### config.mk
export PLATFORM = sky130hd
export DESIGN_NAME = pmsf_regs
export DESIGN_NICKNAME = d
export VERILOG_FILES = /design/src/core/pmsf_pkg.sv /design/src/core/pmsf_matcher.sv /design/src/core/pmsf_gate.sv /design/src/core/pmsf_regs.sv
export SDC_FILE = /design/constraint.sdc
export NUM_CORES = 1
export LEC_CHECK = 0
export BUFFER_PORTS_ARGS = -buffer_cell sky130_fd_sc_hd__buf_2
export CORE_UTILIZATION = 54
export DETAILED_ROUTE_END_ITERATION = 8
export PLACE_DENSITY_LB_ADDON = 0.15
export SLEW_MARGIN = 20
export SYNTH_ARGS = -nofsm -noshare
export SYNTH_HDL_FRONTEND = slang
export SYNTH_SLANG_ARGS = --single-unit
### constraint.sdc
create_clock -name clk_i -period 2.3 [get_ports clk_i]
set_input_delay 0.46 -clock clk_i [delete_from_list [all_inputs] [get_ports clk_i]]
set_output_delay 0.46 -clock clk_i [all_outputs]
set_load 0.005 [all_outputs]
### src/core/pmsf_pkg.sv
// Purpose: shared constants and carrier types for the stream filter config block
// Assumes: 32-bit register bus, one aligned word per register
// Notes:   offsets are byte addresses
`default_nettype none
package pmsf_pkg;
  localparam int unsigned STREAM_TAG_WIDTH = 15;
  localparam int unsigned GROUPS           = 1;
  localparam int unsigned MATCH_MASK_LSB   = 16;
  localparam int unsigned ADDR_W           = 8;
  // register byte offsets
  localparam logic [7:0] OFF_CAP         = 8'h00;
  localparam logic [7:0] OFF_SETUP0      = 8'h04;
  localparam logic [7:0] OFF_MATCH0      = 8'h08;
  // capability field positions
  localparam int unsigned CAP_GRP_LSB      = 24;
  localparam int unsigned CAP_USER_BIT     = 19;
  localparam int unsigned CAP_EXPORT_BIT   = 16;
  localparam int unsigned CAP_PRESCALE_BIT = 15;
  localparam int unsigned CAP_TALLY_BIT    = 14;
  localparam int unsigned CAP_SIZE_LSB   = 11;
  localparam int unsigned CAP_RSV_LSB    = 8;
  localparam int unsigned CAP_N_LSB      = 0;
  localparam logic [1:0] CAP_SIZE_VAL    = 2'h3;
  localparam logic [2:0] CAP_RSV_VAL     = 3'h7;
  localparam logic [7:0] CAP_N_VAL       = 8'h02;
  localparam logic       CAP_EX_RESET    = 1'b1;
  // group setup: filter select field
  localparam int unsigned SETUP_SEL_LSB  = 8;
  localparam logic [1:0] SEL_GLOBAL      = 2'h0;
  localparam logic [1:0] SEL_STREAM      = 2'h1;
  localparam logic [1:0] AXI_OKAY        = 2'h0;
  localparam logic [1:0] AXI_SLVERR      = 2'h2;
  localparam logic [31:0] ZERO32         = 32'h0000_0000;

  typedef struct packed {
    logic [STREAM_TAG_WIDTH-1:0] mask;
    logic [STREAM_TAG_WIDTH-1:0] cmp;
  } pmsf_match_t;
endpackage : pmsf_pkg
`default_nettype wire

### src/core/pmsf_matcher.sv
// Purpose: combinational stream tag comparator for one counter group
// Assumes: tag arrives with its event in the same cycle
// Notes:   mask bit 1 makes the position a don't care
`default_nettype none
module pmsf_matcher (
  input  wire logic                 [pmsf_pkg::STREAM_TAG_WIDTH-1:0] tag_i,
  input  wire pmsf_pkg::pmsf_match_t                                 match_i,
  output logic                                                       hit_o
);
  logic [pmsf_pkg::STREAM_TAG_WIDTH-1:0] bit_ok;
  // per bit: ignored, or equal to compare value
  genvar g;
  generate
    for (g = 0; g < pmsf_pkg::STREAM_TAG_WIDTH; g++)
    begin : g_bit
      assign bit_ok[g] = match_i.mask[g] | (tag_i[g] == match_i.cmp[g]);
    end
  endgenerate
  assign hit_o = &bit_ok;
endmodule : pmsf_matcher
`default_nettype wire

### src/core/pmsf_gate.sv
// Purpose: qualifies one group's event pulse by its filter select
// Assumes: select value 2 is handled by context logic outside
// Notes:   reserved select 3 counts nothing
`default_nettype none
module pmsf_gate (
  input  wire logic [1:0] sel_i,
  input  wire logic       event_i,
  input  wire logic       hit_i,
  output logic            count_o
);
  wire is_glob = (sel_i == pmsf_pkg::SEL_GLOBAL);
  wire is_strm = (sel_i == pmsf_pkg::SEL_STREAM);
  // stream qualification only applies when selected
  assign count_o = event_i & (is_glob | (is_strm & hit_i));
endmodule : pmsf_gate
`default_nettype wire

### src/core/pmsf_regs.sv
// Purpose: stream match and capability registers of the perf monitor, AXI4-Lite slave
// Assumes: one group, synchronous inputs, 125 MHz clock
// Notes:   one write and one read outstanding; answers one cycle after acceptance
//
// How it works
// - a compare bit is skipped when its mask bit is 1 and must equal the tag bit when 0.
// - match bits above the tag width read zero and drop written data.
// - every match register has the same number of compare and mask bits.
// - compare and mask widths both equal the tag width parameter.
// - compare sits from bit 0, mask from bit 16, the rest reserved.
// - stream qualification acts only when the group's filter select enables it.
// - with filter select 01 only events whose tag matches are counted.
// - the group count field in bits 31:24 reports groups minus one, 0 after reset.
// - the user access bit 19 reads 0.
// - the event output bit 16 resets to 1 and accepts writes.
// - the prescale bit 15 reads 0.
// - the cycle tally bit 14 reads 0.
// - the counter width field 12:11 reads 11 for 32-bit counters.
// - the counter count field 7:0 reads 2, counters being value plus one.
//
// The register offsets and the AXI4-Lite slave port were left to the implementer.
`default_nettype none
module pmsf_regs (
  input  wire logic                                  clk_i,
  input  wire logic                                  rst_n_i,
  // axi4-lite write address
  input  wire logic [pmsf_pkg::ADDR_W-1:0]           s_awaddr_i,
  input  wire logic                                  s_awvalid_i,
  output logic                                       s_awready_o,
  // write data
  input  wire logic [31:0]                           s_wdata_i,
  input  wire logic [3:0]                            s_wstrb_i,
  input  wire logic                                  s_wvalid_i,
  output logic                                       s_wready_o,
  // write response
  output logic [1:0]                                 s_bresp_o,
  output logic                                       s_bvalid_o,
  input  wire logic                                  s_bready_i,
  // read address
  input  wire logic [pmsf_pkg::ADDR_W-1:0]           s_araddr_i,
  input  wire logic                                  s_arvalid_i,
  output logic                                       s_arready_o,
  // read data
  output logic [31:0]                                s_rdata_o,
  output logic [1:0]                                 s_rresp_o,
  output logic                                       s_rvalid_o,
  input  wire logic                                  s_rready_i,
  // event path
  input  wire logic                                  event_i,
  input  wire logic [pmsf_pkg::STREAM_TAG_WIDTH-1:0] event_tag_i,
  output logic                                       event_count_o,
  output logic                                       event_output_en_o
);
  localparam int unsigned W = pmsf_pkg::STREAM_TAG_WIDTH;

  // write channel state
  logic                          aw_have_reg;
  logic                          w_have_reg;
  logic [pmsf_pkg::ADDR_W-1:0]   awaddr_reg;
  logic [31:0]                   wdata_reg;
  logic [3:0]                    wstrb_reg;
  logic                          bvalid_reg;
  logic [1:0]                    bresp_reg;
  // read channel state
  logic                          rvalid_reg;
  logic [31:0]                   rdata_reg;
  logic [1:0]                    rresp_reg;
  // register storage
  logic                          export_reg;
  logic [1:0]                    sel_reg;
  logic [7:0]                    setup_low_reg;
  pmsf_pkg::pmsf_match_t         match_reg;
  pmsf_pkg::pmsf_match_t         match_next;
  logic                          hit;

  // handshakes: take the write channels while their holding slot is empty and no response is pending, the read channel while no read data is pending
  assign s_awready_o = ~aw_have_reg & ~bvalid_reg;
  assign s_wready_o  = ~w_have_reg & ~bvalid_reg;
  assign s_arready_o = ~rvalid_reg;
  assign s_bvalid_o  = bvalid_reg;
  assign s_bresp_o   = bresp_reg;
  assign s_rvalid_o  = rvalid_reg;
  assign s_rdata_o   = rdata_reg;
  assign s_rresp_o   = rresp_reg;

  wire aw_fire = s_awvalid_i & s_awready_o;
  wire w_fire  = s_wvalid_i & s_wready_o;
  wire ar_fire = s_arvalid_i & s_arready_o;

  // merged view of address and data, whichever arrived first
  wire                        aw_ok  = aw_have_reg | aw_fire;
  wire                        w_ok   = w_have_reg | w_fire;
  wire [pmsf_pkg::ADDR_W-1:0] wa     = aw_have_reg ? awaddr_reg : s_awaddr_i;
  wire [31:0]                 wd     = w_have_reg ? wdata_reg : s_wdata_i;
  wire [3:0]                  ws     = w_have_reg ? wstrb_reg : s_wstrb_i;
  wire                        do_wr  = aw_ok & w_ok & ~bvalid_reg;

  // write decode
  wire hit_w_cap   = (wa == pmsf_pkg::OFF_CAP);
  wire hit_w_setup = (wa == pmsf_pkg::OFF_SETUP0);
  wire hit_w_match = (wa == pmsf_pkg::OFF_MATCH0);
  wire w_mapped    = hit_w_cap | hit_w_setup | hit_w_match;

  // byte-lane merge of the full word, then trim to implemented fields
  wire [31:0] match_word = {1'b0, match_reg.mask, 1'b0, match_reg.cmp};
  wire [31:0] merged;
  genvar b;
  generate
    for (b = 0; b < 4; b++)
    begin : g_lane
      assign merged[8*b +: 8] = ws[b] ? wd[8*b +: 8] : match_word[8*b +: 8];
    end
  endgenerate
  // only tag-width bits survive; compare and mask equal width
  assign match_next.cmp  = merged[W-1:0];
  assign match_next.mask = merged[pmsf_pkg::MATCH_MASK_LSB +: W];

  wire export_wr = do_wr & hit_w_cap & ws[pmsf_pkg::CAP_EXPORT_BIT/8];
  wire setup_wr1 = do_wr & hit_w_setup & ws[1];
  wire setup_wr0 = do_wr & hit_w_setup & ws[0];

  // capability word: constants plus the one writable export bit
  wire [31:0] cap_word =
      ({24'h00_0000, pmsf_pkg::CAP_N_VAL} << pmsf_pkg::CAP_N_LSB)
    | ({29'h0000_0000, pmsf_pkg::CAP_RSV_VAL} << pmsf_pkg::CAP_RSV_LSB)
    | ({30'h0000_0000, pmsf_pkg::CAP_SIZE_VAL} << pmsf_pkg::CAP_SIZE_LSB)
    | ({31'h0000_0000, export_reg} << pmsf_pkg::CAP_EXPORT_BIT)
    | ({24'h00_0000, 8'(pmsf_pkg::GROUPS - 1)} << pmsf_pkg::CAP_GRP_LSB);
  // bits 19, 15 and 14 are never set above

  wire [31:0] setup_word = {22'h00_0000, sel_reg, setup_low_reg};

  // read decode
  wire hit_r_cap   = (s_araddr_i == pmsf_pkg::OFF_CAP);
  wire hit_r_setup = (s_araddr_i == pmsf_pkg::OFF_SETUP0);
  wire hit_r_match = (s_araddr_i == pmsf_pkg::OFF_MATCH0);
  wire r_mapped    = hit_r_cap | hit_r_setup | hit_r_match;
  wire [31:0] rd_mux = hit_r_cap ? cap_word :
                       hit_r_setup ? setup_word :
                       hit_r_match ? match_word : pmsf_pkg::ZERO32;

  // write holding slots and response
  always_ff @(posedge clk_i or negedge rst_n_i)
  begin
    if (!rst_n_i)
    begin
      aw_have_reg <= 1'b0;
      w_have_reg  <= 1'b0;
      awaddr_reg  <= '0;
      wdata_reg   <= pmsf_pkg::ZERO32;
      wstrb_reg   <= 4'h0;
      bvalid_reg  <= 1'b0;
      bresp_reg   <= pmsf_pkg::AXI_OKAY;
    end
    else
    begin
      if (aw_fire)
        awaddr_reg <= s_awaddr_i;
      if (w_fire)
      begin
        wdata_reg <= s_wdata_i;
        wstrb_reg <= s_wstrb_i;
      end
      aw_have_reg <= do_wr ? 1'b0 : aw_ok;
      w_have_reg  <= do_wr ? 1'b0 : w_ok;
      if (do_wr)
      begin
        bvalid_reg <= 1'b1;
        bresp_reg  <= w_mapped ? pmsf_pkg::AXI_OKAY : pmsf_pkg::AXI_SLVERR;
      end
      else if (s_bready_i)
        bvalid_reg <= 1'b0;
    end
  end

  // register storage updates
  always_ff @(posedge clk_i or negedge rst_n_i)
  begin
    if (!rst_n_i)
    begin
      export_reg    <= pmsf_pkg::CAP_EX_RESET;
      sel_reg       <= pmsf_pkg::SEL_GLOBAL;
      setup_low_reg <= 8'h00;
      match_reg     <= '0;
    end
    else
    begin
      if (export_wr)
        export_reg <= wd[pmsf_pkg::CAP_EXPORT_BIT];
      if (setup_wr1)
        sel_reg <= wd[pmsf_pkg::SETUP_SEL_LSB +: 2];
      if (setup_wr0)
        setup_low_reg <= wd[7:0];
      if (do_wr & hit_w_match)
        match_reg <= match_next;
    end
  end

  // read response, one cycle after the address is taken
  always_ff @(posedge clk_i or negedge rst_n_i)
  begin
    if (!rst_n_i)
    begin
      rvalid_reg <= 1'b0;
      rdata_reg  <= pmsf_pkg::ZERO32;
      rresp_reg  <= pmsf_pkg::AXI_OKAY;
    end
    else if (ar_fire)
    begin
      rvalid_reg <= 1'b1;
      rdata_reg  <= rd_mux;
      rresp_reg  <= r_mapped ? pmsf_pkg::AXI_OKAY : pmsf_pkg::AXI_SLVERR;
    end
    else if (s_rready_i)
      rvalid_reg <= 1'b0;
  end

  // event qualification path, no register stage so the count is same-cycle
  pmsf_matcher u_matcher (
    .tag_i   (event_tag_i),
    .match_i (match_reg),
    .hit_o   (hit)
  );

  pmsf_gate u_gate (
    .sel_i   (sel_reg),
    .event_i (event_i),
    .hit_i   (hit),
    .count_o (event_count_o)
  );

  assign event_output_en_o = export_reg;
endmodule : pmsf_regs
`default_nettype wire

==> summary.txt, run 1 <==
result of the run = finished clean
Clock Tree Root = clkbuf_8
drt pass-1 iters = 4
Mapped Area = 0.00541 mm²
TritonCTS Sinks = 119
WHS Path Cells = 2
full die area = 0.0104 mm²
CP required = 1840 ps
FMAX = 0.438 GHz
Diodes inserted = 0
number of global-route vias before repair = 3866
final instance area = 0.00688 mm²
Fin. Hold Viols = 0
placed cell count = 651
core area = 0.00973 mm²
setup slack, reg-to-reg = 220 ps
filler cell count = 701
skew final = 7.48 ps
die height = 102 µm
dpl ws = 75.4 ps
Crit Reg-Reg Endpoint = match_reg[23]$_DFFE_PN0P_
Critical Path Start = match_reg[5]$_DFFE_PN0P_
crit path kind = reg -> out
Syn-to-layout area delta = 27.2%
crit path max fanout = 3
Hold Crit Class = in -> reg
cts bufs inserted = 17
via density per instance = 5.47
fin util = 0.707
placed instance area = 0.00620 mm²
leak pwr = 3.24 nW
Seq/Total Area, Yosys = 0.550
Tmin final = 2280 ps
Mapped Avg Cell Area = 13.3 µm²
initial antenna violation count = 0
Post-Route WL = 12.0 mm
initial core utilization = 0.556
CP Capture Type = output port
power per cell area = 1090 mW/mm²
pin count of the biggest net entering global routing = 51
nature of the critical path startpoint = flip-flop
share of layout cells above drive strength 1 = 0.525
Max Slew Vio Count = 0
Clock Path Buffers = 2
Final Cycle Share = 0.993
Detailed Place HPWL = 8.44 mm
Ys Warns = 0
Routed Antenna Nets = 0
IO Port Bufs = 111
Final TNS setup = 0 ps
cell taking the most area after synthesis = dfrtp_1
gpl congestion = 0.824
Max VDD drop = 724 µV
worst r2r path cells = 6
DRT iter0 DRCs = 120
Max-slew headroom = 0.549
Data arrival, critical path = 1820 ps
top cells by area, synth = dfrtp_1 55%, mux2_2 24%, a22o_1 2.8%
max_cap viols = 0
worst hold path startpoint = s_bready_i
Cells after Synth = 408
CTS tree = built
worst hold endpoint = s_bvalid_o$_DFFE_PN0P_
Setup WS post-layout = 16.1 ps
DRC Markers = 0
global route overflow = 0
Die X = 102 µm
Clock Latency Late Sink = 500 ps
I/O Pins = 118
All-Layer GR Usage = 0.247
vias = 3747
first-pass GRT wire length = 19.1 mm
Nets = 614
Clock Pin Slew Worst Setup and Hold Paths = 60 ps
Finished Layout Cells = 685
RSZ-0062 raised after global routing = yes
Yosys reg bits = 119
Worst-Margin Slew = 673 ps
share of the synthesized area in the top cell type = 0.546
final setup violation count = 0
post-synth cell types = 38
H-Tree Depth = 4
reg-to-reg critical path startpoint = aw_have_reg$_DFF_PN0_
routed len/inst = 17.5 µm
row count = 36
[layout by cell type, fill, tap and decap left out, types with 2 or more instances in the layout]
cell,n
mux2i_1,2
clkbuf_16,16
o31ai_1,3
a22oi_1,7
xnor2_1,11
nor2_1,9
nand3_1,4
buf_4,17
a21oi_1,10
conb_1,4
nand2_1,22
clkinv_2,4
buf_2,110
o22ai_1,7
nor4_1,4
clkbuf_1,3
nor2b_1,5
nor3b_2,2
buf_12,2
o41ai_1,4
mux2_2,115
xnor2_2,4
o21ai_0,14
clkbuf_8,4
dfrtp_1,118
a211oi_2,3
inv_1,8
nor3_1,2
a211oi_1,2
bufinv_16,5
a22o_1,17
[worst max-delay path, stage by stage, from the launching register on]
cell     delay, ps
dfrtp_1        420
xnor2_2        200
o22ai_1        110
nor4_1         310
a22o_1         170
buf_2          130
[cell usage after synthesis, drive strengths merged]
cell,n
nor3,2
a21oi,10
conb,1
o32a,1
inv,8
or3,1
a32oi,1
a211oi,6
o41ai,4
buf,9
a22o,17
dfrtp,118
o21a,1
nand3,5
o22ai,7
a22oi,7
o21ai,14
or2,1
xnor2,15
mux2i,2
o21ba,1
nand2,23
mux2,115
and2,1
dfstp,1
nor3b,2
nor2,9
a2111oi,1
nor2b,5
nor4,5
o31ai,3
clkbuf,12
[area by class of cell]
class / instances / area (µm²) / area share
clock buffer: 23 / 467 / 0.0678
timing repair buffer: 130 / 728 / 0.106
sequential: 119 / 2980 / 0.433
inverter: 8 / 30.0 / 0.00436
clock inverter: 9 / 170 / 0.0247
multi-input combinational: 263 / 2340 / 0.340
tap: 133 / 166 / 0.0242
[what timing repair did]
action                                  4_1_cts  5_1_grt
resized for setup                             4        0
pin swaps                                     2        5
endpoints found under the hold margin        36        0
cloned                                        0        0
setup buffers                                 0        1
hold buffers                                  1        0
endpoints found under the setup margin        1        1
[worst max-delay path by stage]
stage	endpoint	cells after the start
after floorplan	match_reg[23]$_DFFE_PN0P_	4
after global placement	match_reg[28]$_DFFE_PN0P_	6
after detailed placement	match_reg[27]$_DFFE_PN0P_	6
after CTS	event_count_o	5
after global routing	event_count_o	5
final	event_count_o	5
[cell families after synthesis]
logic type,after synthesis,share of synthesized area
other,1,0.000693
xor gates and xnor gates,15,0.0243
muxes,117,0.243
AOI/OAI and AO/OA,73,0.103
DFF,119,0.550
buffers and inverters,29,0.0245
and+or+nand+nor,54,0.0539
[per-stage QoR]
stage	power (W)	hold WS, ps
after floorplan	0.00418	164
after global placement	0.00462	458
after detailed placement	0.00471	467
after CTS	0.00756	119
after global routing	0.00788	116
final	0.00753	130
[where the power goes]
group	internal, W	switching, W	leakage [nW]
sequential	0.00260	0.000340	1.55
combinational	0.000993	0.000763	1.38
clock	0.00195	0.000884	0.316
total	0.00554	0.00199	3.24
[per-layer routing]
metal | vias up | track usage | routed length, µm
li1 | 1747 | - | -
met1 | 1885 | 0.327 | 5300
met2 | 98 | 0.401 | 6020
met3 | 17 | 0.0458 | 466
met4 | 0 | 0.105 | 218
met5 | - | 0 | 0
Note: power is estimated with default switching activity, not from simulation.
==> inputs of run 2 (changes only) <==
--- a/config.mk
+++ b/config.mk
@@ -6,6 +6,7 @@
 export NUM_CORES = 1
 export LEC_CHECK = 0
 export BUFFER_PORTS_ARGS = -buffer_cell sky130_fd_sc_hd__buf_2
+export CORE_MARGIN = 4
 export CORE_UTILIZATION = 54
 export DETAILED_ROUTE_END_ITERATION = 8
 export PLACE_DENSITY_LB_ADDON = 0.15
==> summary.txt, run 2 (same netlist as run 1, synthesis figures left out) <==
commonest non-fill, non-tap cell in the layout = dfrtp_1
violated checks = negative setup slack
Routed Antenna Nets = 0 (unchanged)
result of the run = finished with violations
filler cell count = 718 (+2.4%)
gpl congestion = 0.910 (+10%)
final instance area = 0.00691 mm² (+0.44%)
H-Tree Depth = 4 (unchanged)
Final Cycle Share = 1.03 (+0.0411)
share of layout cells above drive strength 1 = 0.539 (+0.0134)
Post-Route WL = 12.4 mm (+2.9%)
global route overflow = 0 (unchanged)
leak pwr = 3.26 nW (+0.70%)
Max Slew Vio Count = 0 (unchanged)
crit path kind = reg -> out
Clock Latency Late Sink = 510 ps (about the same)
Clock Pin Slew Worst Setup and Hold Paths = 60 ps (about the same)
Worst path slowest cell = dfrtp_1
placed instance area = 0.00620 mm² (about the same)
crit path max fanout = 3 (unchanged)
crit-path cells = xnor2_2, o22ai_1, nor4_1, a22o_1, buf_2
cts bufs inserted = 17 (unchanged)
via density per instance = 5.45 (-0.36%)
All-Layer GR Usage = 0.224 (-0.0235)
TritonCTS Sinks = 119 (unchanged)
Detailed Place HPWL = 8.82 mm (+4.4%)
Data arrival, critical path = 1920 ps (+100 ps)
Fin. Hold Viols = 0 (unchanged)
number of global-route vias before repair = 3987 (+3.1%)
core area = 0.00977 mm² (+0.46%)
FMAX = 0.420 GHz (-4.0%)
CTS tree = built
Worst-Margin Slew = 682 ps (+8.88 ps)
routed len/inst = 18.0 µm (+2.5%)
vias = 3750 (+0.080%)
final setup violation count = 1 (+1)
Clock Tree Root = clkbuf_8
Die X = 108 µm (+5.9%)
row count = 36 (unchanged)
dpl ws = 50.1 ps (-25.4 ps)
IO Port Bufs = 111 (unchanged)
power per cell area = 1070 mW/mm² (-2.5%)
Nets = 617 (+0.49%)
die height = 108 µm (+5.9%)
full die area = 0.0117 mm² (+12%)
Max VDD drop = 805 µV (+11%)
Seq pwr share = 0.399 (+0.009)
Net Sw Frac = 0.271 (+0.00669)
Psw = 0.00200 W (+0.45%)
Int Pwr = 0.00538 W (-2.9%)
DRT iter0 DRCs = 126 (+5.0%)
Diodes inserted = 0 (unchanged)
initial antenna violation count = 0 (unchanged)
commonest non-fill, non-tap cells in the layout = 118 x dfrtp_1, 115 x mux2_2, 110 x buf_2
Hold Crit Class = in -> reg
Setup WS post-layout = -78.4 ps (-94.5 ps)
skew final = 7.69 ps (+0.206 ps)
Max-slew headroom = 0.545 (-0.00395)
I/O Pins = 118 (unchanged)
nature of the critical path startpoint = flip-flop
Syn-to-layout area delta = 27.7%
clock power share = 0.359 (-0.017)
max_cap viols = 0 (unchanged)
CP required = 1840 ps (about the same)
Clock Path Buffers = 2 (unchanged)
multi-input logic area = 0.00238 mm² (+1.6%)
DRC Markers = 0 (unchanged)
Combinational Power Share = 0.242 (+0.009)
Tmin final = 2380 ps (+94.5 ps)
first-pass GRT wire length = 19.9 mm (+4.2%)
RSZ-0062 raised after global routing = yes
initial core utilization = 0.554 (-0.00256)
CP max stage delay = 420 ps (about the same)
pin count of the biggest net entering global routing = 44 (-14%)
register area = 0.00298 mm² (unchanged)
drt pass-1 iters = 4 (unchanged)
CP Capture Type = output port
## run 2: cell types whose count changed in the layout (fill, tap and decap cells not counted), sizes merged
| cell | previous run | this run |
|---|---|---|
| buf | 129 | 132 |
| bufinv | 5 | 4 |
| clkbuf | 23 | 21 |
| clkinv | 4 | 7 |
## run 2: path summary, 6_finish.rpt
path                                           start                       endpoint  slack (ps)  cells after the start
max in group asynchronous                    rst_n_i  event_output_en_o$_DFFE_PN1P_        1150                      3
min                                       s_bready_i         s_bvalid_o$_DFFE_PN0P_         120                      2
max                         match_reg[4]$_DFFE_PN0P_                  event_count_o         -80                      5
max reg2reg                    aw_have_reg$_DFF_PN0_      match_reg[29]$_DFFE_PN0P_         220                      5
min reg2reg                s_rdata_o[10]$_DFFE_PN0P_      s_rdata_o[10]$_DFFE_PN0P_         470                      2
min in group asynchronous                    rst_n_i      match_reg[28]$_DFFE_PN0P_         500                      2
## run 2: stage by stage
step                      setup TNS (ps)  total power (W)  utilization  hold slack (ps)  std cells
after floorplan                        0          0.00418            -              164        411
after global placement                 0          0.00462        0.635              461        650
after detailed placement               0          0.00472        0.635              457        650
after CTS                              0          0.00741        0.702              100        684
after global routing                -109          0.00776        0.707             99.8        688
final                              -78.4          0.00737        0.707              118        688
## run 2: metal layers
layer / up-vias / wire, µm / global-route usage
met5: - / 0 / 0
met4: 0 / 246 / 0.0757
met3: 23 / 609 / 0.0609
met2: 100 / 6140 / 0.373
met1: 1874 / 5360 / 0.284
li1: 1753 / - / -
## run 2: power groups by stage
| stage | sequential [W] | combinational (W) | clock (W) |
|---|---|---|---|
| 3_5_place_dp | 0.00297 | 0.00175 | 0 |
| 3_3_place_gp | 0.00293 | 0.00170 | 0 |
| 5_1_grt | 0.00301 | 0.00194 | 0.00281 |
| 4_1_cts | 0.00294 | 0.00178 | 0.00269 |
| 6_report | 0.00294 | 0.00179 | 0.00265 |
| 2_1_floorplan | 0.00285 | 0.00134 | 0 |
## run 2: worst max-delay path, delay by kind of cell (launching register included)
kind | cells | cell delay (ps)
AO/OA/AOI/OAI | 2 | 340
XOR/XNOR | 1 | 150
buffers and inverters | 1 | 140
AND/OR/NAND/NOR | 1 | 370
flip-flops | 1 | 420
## run 2: area by class of cell
| class | instances | share of cell area |
|---|---|---|
| Inverter | 8 | 0.00434 |
| Tap cell | 133 | 0.0241 |
| Clock inverter | 11 | 0.0224 |
| Timing Repair Buffer | 133 | 0.110 |
| Multi-Input combinational cell | 263 | 0.344 |
| Sequential cell | 119 | 0.431 |
| Clock buffer | 21 | 0.0635 |
## run 2: repair_timing
| action | 4_1_cts | 5_1_grt |
|---|---|---|
| resized for setup | 6 | 4 |
| hold endpoints to repair | 41 | 0 |
| pin swaps | 4 | 15 |
| hold buffers | 1 | 0 |
| buffers inserted | 1 | 4 |
| endpoints found under the setup margin | 1 | 1 |
==> inputs of run 3 (changes only) <==
--- a/config.mk
+++ b/config.mk
@@ -8,6 +8,7 @@
 export BUFFER_PORTS_ARGS = -buffer_cell sky130_fd_sc_hd__buf_2
 export CORE_MARGIN = 4
 export CORE_UTILIZATION = 54
+export CTS_CLUSTER_SIZE = 30
 export DETAILED_ROUTE_END_ITERATION = 8
 export PLACE_DENSITY_LB_ADDON = 0.15
 export SLEW_MARGIN = 20
==> constraint.sdc (replaced) <==
create_clock -name clk_i -period 2.3 [get_ports clk_i]
set_input_delay 0.23 -clock clk_i [delete_from_list [all_inputs] [get_ports clk_i]]
set_output_delay 0.23 -clock clk_i [all_outputs]
set_load 0.005 [all_outputs]
==> summary.txt, run 3 (same netlist as run 1, synthesis figures left out) <==
reg-to-reg critical path startpoint = awaddr_reg[4]$_DFFE_PN0P_
Final TNS setup = 0 ps (+78.4 ps)
crit path kind = reg -> out
Data arrival, critical path = 1880 ps (-40 ps)
DRT iter0 DRCs = 170 (+35%)
Hold Crit Class = in -> reg
Worst path slowest cell = dfrtp_1
H-Tree Depth = 4 (unchanged)
power per cell area = 1050 mW/mm² (-1.8%)
CP Capture Type = output port
fin util = 0.744 (+0.0365)
number of global-route vias before repair = 4060 (+1.8%)
cts bufs inserted = 17 (unchanged)
global route overflow = 0 (unchanged)
Clock Tree Root = clkbuf_8
crit-path cells = xnor2_1, o22ai_1, nor4_1, a22o_1, buf_2
share of layout cells above drive strength 1 = 0.481 (-0.0573)
vias = 3910 (+4.3%)
Routed Antenna Nets = 0 (unchanged)
post-CTS setup buffer count = 0 (-1)
Worst-Margin Slew = 673 ps (-8.86 ps)
IO Port Bufs = 111 (unchanged)
gpl congestion = 0.906 (-0.43%)
drt pass-1 iters = 4 (unchanged)
DRC Markers = 0 (unchanged)
RSZ-0062 raised after global routing = no
initial core utilization = 0.554 (unchanged)
worst hold endpoint = awaddr_reg[3]$_DFFE_PN0P_
row count = 36 (unchanged)
result of the run = finished clean
dpl ws = 258 ps (+208 ps)
leak pwr = 3.38 nW (+3.5%)
Detailed Place HPWL = 8.80 mm (-0.12%)
register area = 0.00298 mm² (unchanged)
filler cell count = 659 (-8.2%)
crit path max fanout = 3 (unchanged)
Clock Pin Slew Worst Setup and Hold Paths = 60 ps (about the same)
Finished Layout Cells = 725 (+5.4%)
I/O Pins = 118 (unchanged)
full die area = 0.0117 mm² (unchanged)
worst r2r path cells = 5 (unchanged)
Crit Reg-Reg Endpoint = match_reg[25]$_DFFE_PN0P_
Setup WS post-layout = 191 ps (+269 ps)
CTS resizes = 0 (-6)
skew final = 5.81 ps (-1.88 ps)
placed cell count = 648 (-0.31%)
Max VDD drop = 844 µV (+4.8%)
TritonCTS Sinks = 119 (unchanged)
CTS tree = built
setup slack, reg-to-reg = 230 ps (about the same)
Max-slew headroom = 0.551 (+0.00590)
initial antenna violation count = 0 (unchanged)
final setup violation count = 0 (-1)
commonest non-fill, non-tap cell in the layout = dfrtp_1
Diodes inserted = 0 (unchanged)
pin count of the biggest net entering global routing = 50 (+14%)
die height = 108 µm (unchanged)
multi-input logic area = 0.00231 mm² (-2.8%)
All-Layer GR Usage = 0.233 (+0.00939)
via density per instance = 5.39 (-1.1%)
CP required = 2070 ps (+230 ps)
routed len/inst = 17.6 µm (-2.2%)
Max Slew Vio Count = 0 (unchanged)
first-pass GRT wire length = 20.6 mm (+3.5%)
nature of the critical path startpoint = flip-flop
worst hold path startpoint = s_awaddr_i[3]
Die X = 108 µm (unchanged)
max_cap viols = 0 (unchanged)
Critical Path Start = match_reg[14]$_DFFE_PN0P_
Clock Path Buffers = 2 (unchanged)
FMAX = 0.474 GHz (+13%)
Post-Route WL = 12.7 mm (+3.1%)
Fin. Hold Viols = 0 (unchanged)
Tmin final = 2110 ps (-269 ps)
CP max stage delay = 400 ps (-20 ps)
Nets = 654 (+6.0%)
Final Cycle Share = 0.917 (-0.117)
commonest non-fill, non-tap cells in the layout = 118 x dfrtp_1, 115 x mux2_2, 110 x buf_2
Syn-to-layout area delta = 34.3%
Clock Latency Late Sink = 510 ps (about the same)
WHS Path Cells = 2 (unchanged)
core area = 0.00977 mm² (unchanged)
total power = 0.00761 W (+3.2%)
==> run 3: final cells by class <==
cell class | instances | share of cell area
clock inverters | 13 | 0.0277
flip-flops and latches | 119 | 0.410
well taps | 133 | 0.0229
clock buffers | 19 | 0.0608
inverters | 8 | 0.00413
multi-input cells | 263 | 0.318
repair buffers | 170 | 0.157
==> run 3: worst max-delay path by stage <==
stage,end,slack (ps),depth (start not counted)
after floorplan,match_reg[23]$_DFFE_PN0P_,370,4
final,event_count_o,190,5
after global placement,match_reg[24]$_DFFE_PN0P_,320,5
after CTS,event_count_o,130,5
after detailed placement,setup_low_reg[1]$_DFFE_PN0P_,260,5
after global routing,event_count_o,60,5
==> run 3: timing repair <==
| item | in CTS | in global routing |
|---|---|---|
| hold buffers | 45 | 0 |
| setup endpoints to repair | 0 | 0 |
| endpoints found under the hold margin | 90 | 0 |
==> run 3: per-layer routing <==
metal | part of all wire | track usage
met2 | 0.50 | 0.385
met5 | 0 | 0
met3 | 0.059 | 0.0591
met4 | 0.013 | 0.0667
met1 | 0.42 | 0.306
==> run 3: metrics by stage <==
step	cell area, µm²	hold WS [ps]
after floorplan	5420	-65.6
after global placement	6180	296
after detailed placement	6180	293
after CTS	7270	6.32
after global routing	7270	25.7
final	7270	24.9
==> run 3: critical path, delay by kind of cell, from the launching register on <==
family                    cells  cell delay [ps]
AOI/OAI and AO/OA             2              320
xor gates and xnor gates      1              240
buffers and inverters         1              120
DFF                           1              400
and+or+nand+nor               1              300
==> run 3: report_power, final <==
| group | switching, W | internal (W) |
|---|---|---|
| clock network | 0.000925 | 0.00192 |
| logic | 0.000795 | 0.00103 |
| registers | 0.000345 | 0.00260 |
| total | 0.00207 | 0.00555 |
